==> src/logic/asr_pkg.sv <==
// package for the asynchronous static ram controller
// assumes a 20 mhz system clock; the ram timings other than gate access, address to end and address setup are turned into cycle counts here
package asr_pkg;

   // ==========================================================
   // clock and geometry
   localparam int ASR_CLK_MHZ = 20;
   localparam int ASR_CLK_PS = 1000000 / ASR_CLK_MHZ;
   localparam int ASR_ADDR_W = 18;
   localparam int ASR_DATA_W = 16;
   localparam int ASR_LANE_W = 8;

   // ==========================================================
   // ram timings in ps, slow grade figures (the fast grade is covered by them)
   localparam int ASR_T_CYCLE_PS = 15000;
   localparam int ASR_T_ACCESS_PS = 15000;
   localparam int ASR_T_GATE_ACCESS_PS = 7000;
   localparam int ASR_T_RELEASE_PS = 7000;
   localparam int ASR_T_WR_PULSE_PS = 12000;
   localparam int ASR_T_ADDR_TO_END_PS = 12000;
   localparam int ASR_T_DATA_SETUP_PS = 7000;
   localparam int ASR_T_ADDR_SETUP_PS = 0;
   localparam int ASR_T_HOLD_PS = 0;

   // least times round up, never below one cycle
   function automatic int asr_cyc_min(input int ps);
      int n;
      n = (ps + ASR_CLK_PS - 1) / ASR_CLK_PS;
      return (n < 1) ? 1 : n;
   endfunction

   localparam int ASR_CYC_CYCLE = asr_cyc_min(ASR_T_CYCLE_PS);
   localparam int ASR_CYC_ACCESS = asr_cyc_min(ASR_T_ACCESS_PS);
   localparam int ASR_CYC_RELEASE = asr_cyc_min(ASR_T_RELEASE_PS);
   localparam int ASR_CYC_WR_PULSE = asr_cyc_min(ASR_T_WR_PULSE_PS);
   localparam int ASR_CYC_DATA_SETUP = asr_cyc_min(ASR_T_DATA_SETUP_PS);
   localparam int ASR_CYC_HOLD = asr_cyc_min(ASR_T_HOLD_PS);
   localparam int ASR_CNT_W = 4;

   // ==========================================================
   // reset values of the pins
   localparam logic ASR_STROBE_IDLE = 1'b1;

   typedef enum logic [4:0] {
      ASR_IDLE = 5'h01,
      ASR_READ = 5'h02,
      ASR_WRITE = 5'h04,
      ASR_HOLD = 5'h08,
      ASR_TURN = 5'h10
   } asr_state_t;

endpackage

==> src/logic/asr_timer.sv <==
// down counter that times one phase of a ram cycle
// assumes load and the count come from logic on the same clock
`timescale 1ns/1ns
module asr_timer
   import asr_pkg::*;
#(
   parameter int WIDTH = ASR_CNT_W
) (
   input wire logic clk_sys,
   input wire logic rst,
   input wire logic load,
   input wire logic [WIDTH-1:0] count,
   output logic done
);

   // ==========================================================
   // elaboration check
   if (WIDTH < 2) begin : g_bad_width
      $error("asr_timer width too small");
   end

   logic [WIDTH-1:0] remain;

   // ==========================================================
   // counter
   always_ff @(posedge clk_sys) begin
      if (rst) begin
         remain <= '0;
      end else if (load) begin
         remain <= count;
      end else if (remain != '0) begin
         remain <= remain - 1'b1;
      end
   end

   // done is high in the last cycle of a loaded count; it must not look at load,
   // because the sequencer raises load from done and the two would chase each other
   assign done = (remain == {{(WIDTH-1){1'b0}}, 1'b1});

endmodule

==> src/logic/asr_ctrl.sv <==
// controller that drives a 256k x 16 asynchronous static ram from its pins
// assumes the ram sits on a board bus; data_bus is split into in, out and enable
// How it works
// - write strobe stays high throughout a read
// - read cycle lasts cycle time; data taken after
// - select and address together, data after access time
// - write cycle lasts at least the cycle time
// - write occurs while select and strobe both low
// - address set before, held after the write (the code loads it on the same edge that lowers the strobe)
// - write strobe low pulse meets least width
// - select low long enough before write ends
// - data set before, held after write end
`timescale 1ns/1ns
module asr_ctrl
   import asr_pkg::*;
#(
   parameter int ADDR_W = ASR_ADDR_W,
   parameter int DATA_W = ASR_DATA_W
) (
   input wire logic clk_sys,
   input wire logic rst,
   input wire logic req_valid,
   output logic req_ready,
   input wire logic req_write,
   input wire logic [ADDR_W-1:0] req_addr,
   input wire logic [DATA_W-1:0] req_wdata,
   input wire logic [1:0] req_lanes,
   output logic rsp_valid,
   output logic [DATA_W-1:0] rsp_rdata,
   output logic [ADDR_W-1:0] ram_addr,
   output logic chip_select_n,
   output logic write_strobe_n,
   output logic output_gate_n,
   output logic low_lane_enable_n,
   output logic high_lane_enable_n,
   input wire logic [DATA_W-1:0] data_bus_in,
   output logic [DATA_W-1:0] data_bus_out,
   output logic data_bus_oe
);

   // ==========================================================
   // elaboration check
   if (ADDR_W != ASR_ADDR_W || DATA_W != 2 * ASR_LANE_W) begin : g_bad_geometry
      $error("asr_ctrl geometry does not match the ram");
   end

   // longest wait must fit the timer
   localparam logic [ASR_CNT_W-1:0] CYC_READ = ASR_CNT_W'(
      (ASR_CYC_ACCESS > ASR_CYC_CYCLE ? ASR_CYC_ACCESS : ASR_CYC_CYCLE) + 1);
   localparam int WR_MIN = (ASR_CYC_WR_PULSE > ASR_CYC_DATA_SETUP) ?
      ASR_CYC_WR_PULSE : ASR_CYC_DATA_SETUP;
   localparam logic [ASR_CNT_W-1:0] CYC_WRITE = ASR_CNT_W'(
      WR_MIN > ASR_CYC_CYCLE ? WR_MIN : ASR_CYC_CYCLE);
   localparam logic [ASR_CNT_W-1:0] CYC_HOLD = ASR_CNT_W'(ASR_CYC_HOLD);
   localparam logic [ASR_CNT_W-1:0] CYC_TURN = ASR_CNT_W'(ASR_CYC_RELEASE);
   localparam int CNT_LIMIT = 1 << ASR_CNT_W;

   // a count that wraps in the casts above would cut a phase below the ram's
   // least time, so a slower ram or a faster clock must widen the timer first
   if (ASR_CYC_ACCESS + 1 >= CNT_LIMIT || ASR_CYC_CYCLE + 1 >= CNT_LIMIT
         || WR_MIN >= CNT_LIMIT || ASR_CYC_HOLD >= CNT_LIMIT
         || ASR_CYC_RELEASE >= CNT_LIMIT) begin : g_bad_count
      $error("asr_ctrl phase count does not fit the timer");
   end

   asr_state_t state;
   asr_state_t next_state;
   logic timer_load;
   logic timer_done;
   logic [ASR_CNT_W-1:0] timer_count;
   logic take;
   logic [DATA_W-1:0] bus_sync1;
   logic [DATA_W-1:0] bus_sync2;
   logic read_end;

   // ==========================================================
   // phase timer
   asr_timer #(
      .WIDTH(ASR_CNT_W)
   ) u_timer (
      .clk_sys(clk_sys),
      .rst(rst),
      .load(timer_load),
      .count(timer_count),
      .done(timer_done)
   );

   assign req_ready = (state == ASR_IDLE);
   assign take = req_valid && req_ready;

   // ==========================================================
   // sequencer
   always_comb begin
      next_state = state;
      timer_load = 1'b0;
      timer_count = '0;
      case (state)
         ASR_IDLE: begin
            if (take) begin
               timer_load = 1'b1;
               timer_count = req_write ? CYC_WRITE : CYC_READ;
               next_state = req_write ? ASR_WRITE : ASR_READ;
            end
         end
         ASR_READ: begin
            if (timer_done) begin
               // bus must be released before the next cycle may drive it
               timer_load = 1'b1;
               timer_count = CYC_TURN;
               next_state = ASR_TURN;
            end
         end
         ASR_WRITE: begin
            if (timer_done) begin
               timer_load = 1'b1;
               timer_count = CYC_HOLD;
               next_state = ASR_HOLD;
            end
         end
         ASR_HOLD: begin
            if (timer_done) begin
               next_state = ASR_IDLE;
            end
         end
         ASR_TURN: begin
            if (timer_done) begin
               next_state = ASR_IDLE;
            end
         end
         default: begin
            next_state = ASR_IDLE;
         end
      endcase
   end

   always_ff @(posedge clk_sys) begin
      if (rst) begin
         state <= ASR_IDLE;
      end else begin
         state <= next_state;
      end
   end

   // ==========================================================
   // address, lanes and write data stay fixed through the cycle
   always_ff @(posedge clk_sys) begin
      if (rst) begin
         ram_addr <= '0;
         data_bus_out <= '0;
         low_lane_enable_n <= ASR_STROBE_IDLE;
         high_lane_enable_n <= ASR_STROBE_IDLE;
      end else if (take) begin
         ram_addr <= req_addr;
         data_bus_out <= req_wdata;
         low_lane_enable_n <= !req_lanes[0];
         high_lane_enable_n <= !req_lanes[1];
      end
   end

   // ==========================================================
   // strobes
   always_ff @(posedge clk_sys) begin
      if (rst) begin
         chip_select_n <= ASR_STROBE_IDLE;
         write_strobe_n <= ASR_STROBE_IDLE;
         output_gate_n <= ASR_STROBE_IDLE;
         data_bus_oe <= 1'b0;
      end else begin
         // select and strobe fall together on the same edge that loads the address
         chip_select_n <= !(next_state == ASR_READ || next_state == ASR_WRITE);
         write_strobe_n <= !(next_state == ASR_WRITE);
         // gate stays high in writes so the ram never fights us
         output_gate_n <= !(next_state == ASR_READ);
         // drive data through write and its hold; released in reads
         data_bus_oe <= (next_state == ASR_WRITE || next_state == ASR_HOLD);
      end
   end

   // ==========================================================
   // read data capture, pins synchronised first
   always_ff @(posedge clk_sys) begin
      if (rst) begin
         bus_sync1 <= '0;
         bus_sync2 <= '0;
      end else begin
         bus_sync1 <= data_bus_in;
         bus_sync2 <= bus_sync1;
      end
   end

   // the word in the second stage was taken one cycle into the select window,
   // well after the access time, and arrives here as the bus is turned round
   assign read_end = (state == ASR_TURN) && timer_done;

   always_ff @(posedge clk_sys) begin
      if (rst) begin
         rsp_valid <= 1'b0;
      end else begin
         rsp_valid <= read_end;
      end
   end

   always_ff @(posedge clk_sys) begin
      if (rst) begin
         rsp_rdata <= '0;
      end else if (read_end) begin
         rsp_rdata <= bus_sync2;
      end
   end

endmodule

==> config.mk <==
export PLATFORM = sky130hd
export DESIGN_NAME = asr_ctrl
export DESIGN_NICKNAME = d
export VERILOG_FILES = /design/src/logic/asr_pkg.sv /design/src/logic/asr_timer.sv /design/src/logic/asr_ctrl.sv
export SDC_FILE = /design/constraint.sdc
export NUM_CORES = 1
export LEC_CHECK = 0
export ABC_AREA = 0
export CAP_MARGIN = 10
export CORE_UTILIZATION = 60
export DETAILED_ROUTE_END_ITERATION = 10
export DONT_BUFFER_PORTS = 1
export GPL_TIMING_DRIVEN = 0
export PLACE_DENSITY = 0.86
export SLEW_MARGIN = 0
export SYNTH_ARGS = -nofsm -noshare
export SYNTH_HDL_FRONTEND = slang
export SYNTH_SLANG_ARGS = --single-unit
==> constraint.sdc <==
create_clock -name clk_sys -period 2 [get_ports clk_sys]
set_clock_uncertainty 0.05 [all_clocks]
set_input_delay 0.1 -clock clk_sys [delete_from_list [all_inputs] [get_ports clk_sys]]
set_output_delay 0.1 -clock clk_sys [all_outputs]
set_load 0.1 [all_outputs]
# [Word level (Yosys, flattened, before mapping)]
# Cells that the tools add are included.
# Widths: inputs -> output; s select.
[op_classes] n_addsub=1 eq_ne=9 mux=15 reduce_logical=13
[ops] operator="$mux 5" n=4
[ops] operator="$pmux 5 s4" n=1
[ops] operator="$eq 5x2->1 const B" n=2
[ops] operator="$eq 5x3->1 const B" n=2
[ops] operator="$eq 5x4->1 const B" n=2
[ops] operator="$mux 4" n=2
[ops] operator="$eq 5x1->1 const B" n=1
[ops] operator="$eq 5x5->1 const B" n=1
[ops] operator="$logic_not 1->1" n=5
[ops] operator="$eq 4x1->1 const B" n=1
[ops] operator="$mux 2" n=2
[ops] operator="$pmux 2 s2" n=1
[ops] operator="$reduce_bool 4->1" n=1
[ops] operator="$reduce_or 2->1" n=2
[ops] operator="$sub 4x1->4 const B" n=1
[ops] operator="$mux 1" n=3
[ops] operator="$mux 3" n=1
[ops] operator="$logic_and 1x1->1" n=2
[ops] operator="$logic_or 1x1->1" n=2
[ops] operator="$pmux 1 s2" n=1
[ops] operator="$reduce_bool 2->1" n=1
[totals] reg_bits=98 input_bits=56 output_inout_bits=58 elab_cells=52

# [Logic depth before layout (Yosys ltp)]
[depth] depth_word=7 depth_mapped=8 depth_no_buf=7

# [Cells and area by module]
# A second synthesis with hierarchy kept.
[unflattened] cells_unflattened=385 hier_area_um2=3402.0
[by_module_without_submodules] module="asr_ctrl" instances=1 cells_per_inst=358 area_per_inst_um2=3155.5 seq_area_each_um2=1881.8
[by_module_without_submodules] module="asr_timer" instances=1 cells_per_inst=27 area_per_inst_um2=246.5 seq_area_each_um2=80.1

# [Worst setup path before layout]
# No wires, ideal clock.
[synth_timing] path_kind="reg2reg" start="reg state[4]" end="reg state[0]" setup_ns=0.063 arrival_time_ns=1.788 required_ns=1.887 path_slack_ns=0.099 path_stages_with_launch=6 path_buffers=1 period_less_slack_ns=1.901 path_cell_list="dfxtp_1 buf_2 nor4_4 and2_1 a21oi_1 nand3_1"
[synth_between] elab_chain_len=4 elab_cells_between_ends=9 cone_classes="eq/ne (5); mux (2); reduce/logical (2)"
[synth_rtl] element="from (decl)" line="asr_ctrl.sv:66" text="asr_state_t state;"
[synth_rtl] element="from (signal assigned)" line="asr_ctrl.sv:140" text="state <= next_state;"
[synth_rtl] element="$eq 5x1->1 (*)" line="asr_ctrl.sv:88" text="assign req_ready = (state == ASR_IDLE);"
[synth_rtl] element="net req_ready" line="asr_ctrl.sv:23" text="output logic req_ready,"
[synth_rtl] element="$logic_and 1x1->1" line="asr_ctrl.sv:89" text="assign take = req_valid && req_ready;"
[synth_rtl] element="$mux 5" line="asr_ctrl.sv:99" text="if (take) begin"
[synth_rtl] element="$pmux 5 s4 (*)" line="asr_ctrl.sv:97" text="case (state)"
# Mark *: on every way through the listed nets, which the timed path passes. The rest lies on a longest branch.
# A chain may end at the register's enable or synchronous reset.

# [Final worst setup path]
[layout_timing] start="reg state[4]" end="out req_ready"
[layout_between] elab_chain_len=1
[layout_rtl] element="$eq 5x1->1" line="asr_ctrl.sv:88"
[layout_rtl] element="to (decl)" line="asr_ctrl.sv:23"
# Every way passes these cells.

==> results.py <==
metrics = {
    "drt": {
        "drt_wl_total_um": 7483,
        "drc": 0,
        "drt-initial-drc-count": 102,
        "viasPerCell": 5.186,
        "final_antenna_net_count": 0,
        "drtPass1Iterations": 4,
        "via_count": 2676,
        "wl_per_cell_um": 14.50,
    },
    "timing": {
        "slew_headroom_pct": 33.25,
        "rsz0062_at_grt": "false",
        "fin_setup_tns_ps": 0,
        "setup-violations-final": 0,
        "min_period_over_period_pct": 92.30,
        "period_minus_slack_ps": 1846,
        "slew_violations": 0,
        "worst_pin_slew_ps": 999.9,
        "clock.fmax_mhz": 541.7,
        "hold_viol_final": 0,
    },
    "yosys": {
        "async_flop_share_pct": 0,
        "postSynthAreaPerCell_sq_um": 9.252,
        "synth_area_leaders": "dfxtp_1 57%, nand2_1 10%, a21oi_1 6.4%",
        "synth.cell_area_sq_um": 3451,
        "yosysSeqAreaShare_pct": 56.85,
        "synth.most_common_cell": "dfxtp_1",
        "yosysWarnings": 0,
        "synth_edf_count": 0,
        "synth_largest_area_cell": "dfxtp_1",
        "synth-seq-cells": 98,
        "ys.flop_type": "dfxtp_1",
        "synth_top_area_share_pct": 56.85,
        "synth_cell_types": 38,
        "syn_inst": 373,
        "synth_nets": 432,
        "synth_commonest_cells": "98 x dfxtp_1, 93 x nand2_1, 44 x a21oi_1",
    },
    "cells_and_area": {
        "drive_above_1_share_pct": 11.26,
        "finish.utilization_pct": 77.08,
        "syn_to_final_growth_pct": 23.75,
        "nNetsFinal": 498,
        "final_cells": 516,
        "diodes": 0,
        "fin_area_sq_um": 4270,
    },
    "critical_path": {
        "worstSetupPathType": "flip-flop to primary output",
        "critPathRequiredTime_ps": 1850,
        "startpoint_type": "flip-flop",
        "critPathLaunch": "state[4]",
        "crit_path_end_kind": "primary output",
        "regToRegSetupSlack_ps": 200,
        "cp_max_fo": 10,
        "arrival_ps": 1700,
        "r2r-start": "u_timer.remain[1]",
    },
    "place": {
        "place_congestion": 0.7894,
        "dp_cells": 445,
        "placement.io_buffers": 0,
        "place.detailed.hpwl_um": 4685,
        "postPlaceCellArea_sq_um": 3541,
    },
    "clock_tree": {
        "tritoncts": "yes",
        "clkSlewWorstSetupHoldPaths_ps": 90,
        "cts_root_buf": "clkbuf_8",
        "cts_made_buffers": 9,
        "cts_sinks": 98,
        "htreeDepth": 3,
        "clk_latency_ps": 350,
        "clock_path_buffers": 2,
    },
    "run": {
        "drv_cap": 0,
    },
    "worst_hold_path": {
        "hold_start": "rst",
        "hp-class": "primary input to flip-flop",
    },
    "grt": {
        "antenna_found_initial": 0,
        "grt_pass1_vias": 2642,
        "overflow": 0,
        "grt_max_degree": 17,
        "grt_pass1_wl_um": 11900,
        "grt_use_total_pct": 25.64,
    },
    "pwr": {
        "p_per_area_nw_per_um2": 1105,
        "p_int_mw": 2.954,
        "ir_worst_vdd_uv": 770.5,
        "switchingPower_mw": 1.764,
        "clkPwrFrac_pct": 24.6,
        "power_frac_comb_pct": 17.2,
        "power_frac_seq_pct": 58.2,
        "p_leak_nw": 1.615,
        "switching_share_pct": 37.38,
        "power.total_mw": 4.718,
    },
    "floorplanning": {
        "dieHeight_um": 77.84,
        "die-area_sq_um": 6058,
        "start_util_pct": 62.29,
        "core_area_sq_um": 5540,
        "num_rows": 27,
        "boundaryPins": 114,
        "die_w_um": 77.84,
    },
    "outcome": {
        "run_status": "completed",
    },
}
[state kept, by name (all words and copies together) (netlist names)]
| signal | flops |
|---|---|
| u_timer.remain | 4 |
| rsp_valid | 1 |
| low_lane_enable_n | 1 |
| state | 5 |
| bus_sync2 | 16 |
| chip_select_n | 1 |
| ram_addr | 18 |
| data_bus_oe | 1 |
| data_bus_out | 16 |
| output_gate_n | 1 |
| high_lane_enable_n | 1 |
| bus_sync1 | 16 |
| write_strobe_n | 1 |
| rsp_rdata | 16 |
[kinds of logic (layout without fill, tap and decap cells)]
group | Yosys count | in the layout | synth area share [%]
flip-flops | 98 | 98 | 56.85
buffers and inverters | 29 | 100 | 4.822
AND/OR/NAND/NOR | 173 | 173 | 24.80
multiplexers | 1 | 1 | 0.2901
XOR/XNOR | 5 | 5 | 1.269
AO/OA/AOI/OAI | 64 | 64 | 10.88
adder cells (fa/ha/maj) | 3 | 3 | 1.088
[repair_timing]
action | CTS | global route
gates cloned | 0 | 0
endpoints found under the hold margin | 57 | 0
resized for setup | 1 | 0
pin swaps | 1 | 1
hold buffers | 54 | 0
setup buffers | 0 | 1
setup endpoints to repair | 8 | 10
[layer usage]
metal,vias to the layer above,GRT usage (%),wire [um]
met2,98,43.89,3809
met5,-,0,0
met4,0,16.23,255
met3,25,5.882,439
met1,1222,28.61,2979
li1,1331,-,-
[cell usage in the layout, fill, tap and decap left out, drive strengths merged, types with 4 or more instances in the layout]
cell / instances
a21oi: 54
buf: 12
clkbuf: 24
dfxtp: 98
dlygate4sd3: 54
inv: 6
nand2: 103
nand3: 6
nor2: 8
nor2b: 35
nor3: 6
nor3b: 4
[critical path, stage by stage (launching register included)]
cell and delay (ps):
dfxtp_1 310, buf_2 180, nor4_4 300, and2_2 550
[power by group through the flow]
stage	logic [mW]	clock network (mW)	registers, mW
6_report	0.809	1.16	2.75
5_1_grt	0.903	1.26	2.77
3_3_place_gp	0.671	0	2.78
2_1_floorplan	0.598	0	2.76
4_1_cts	0.804	1.18	2.74
3_5_place_dp	0.708	0	2.79
[final timing paths]
kind,endpoint,depth (start not counted)
setup / recovery,req_ready,3
hold / removal,bus_sync2[1],2
setup reg to reg,rsp_rdata[7],7
hold reg to reg,rsp_rdata[15],2
[cell type report]
| cell class | instances | area, sq um |
|---|---|---|
| Buffer | 24 | 147.6 |
| Clock buffer | 11 | 141.4 |
| Clock inverter | 5 | 38.79 |
| Fill cell | 369 | 1270 |
| Inverter | 5 | 18.77 |
| Multi-Input combinational cell | 246 | 1324 |
| Sequential cell | 98 | 1962 |
| Tap cell | 72 | 90.09 |
| Timing Repair Buffer | 55 | 548.0 |
[per-stage QoR]
stage	setup slack [ps]	hold WS, ps
2_1_floorplan	98.55	176.9
3_3_place_gp	10.69	178.6
3_5_place_dp	-1.459	181.8
4_1_cts	1.488	38.44
5_1_grt	16.84	74.41
6_report	154.1	49.19
Note: power is estimated with default switching activity, not from simulation.
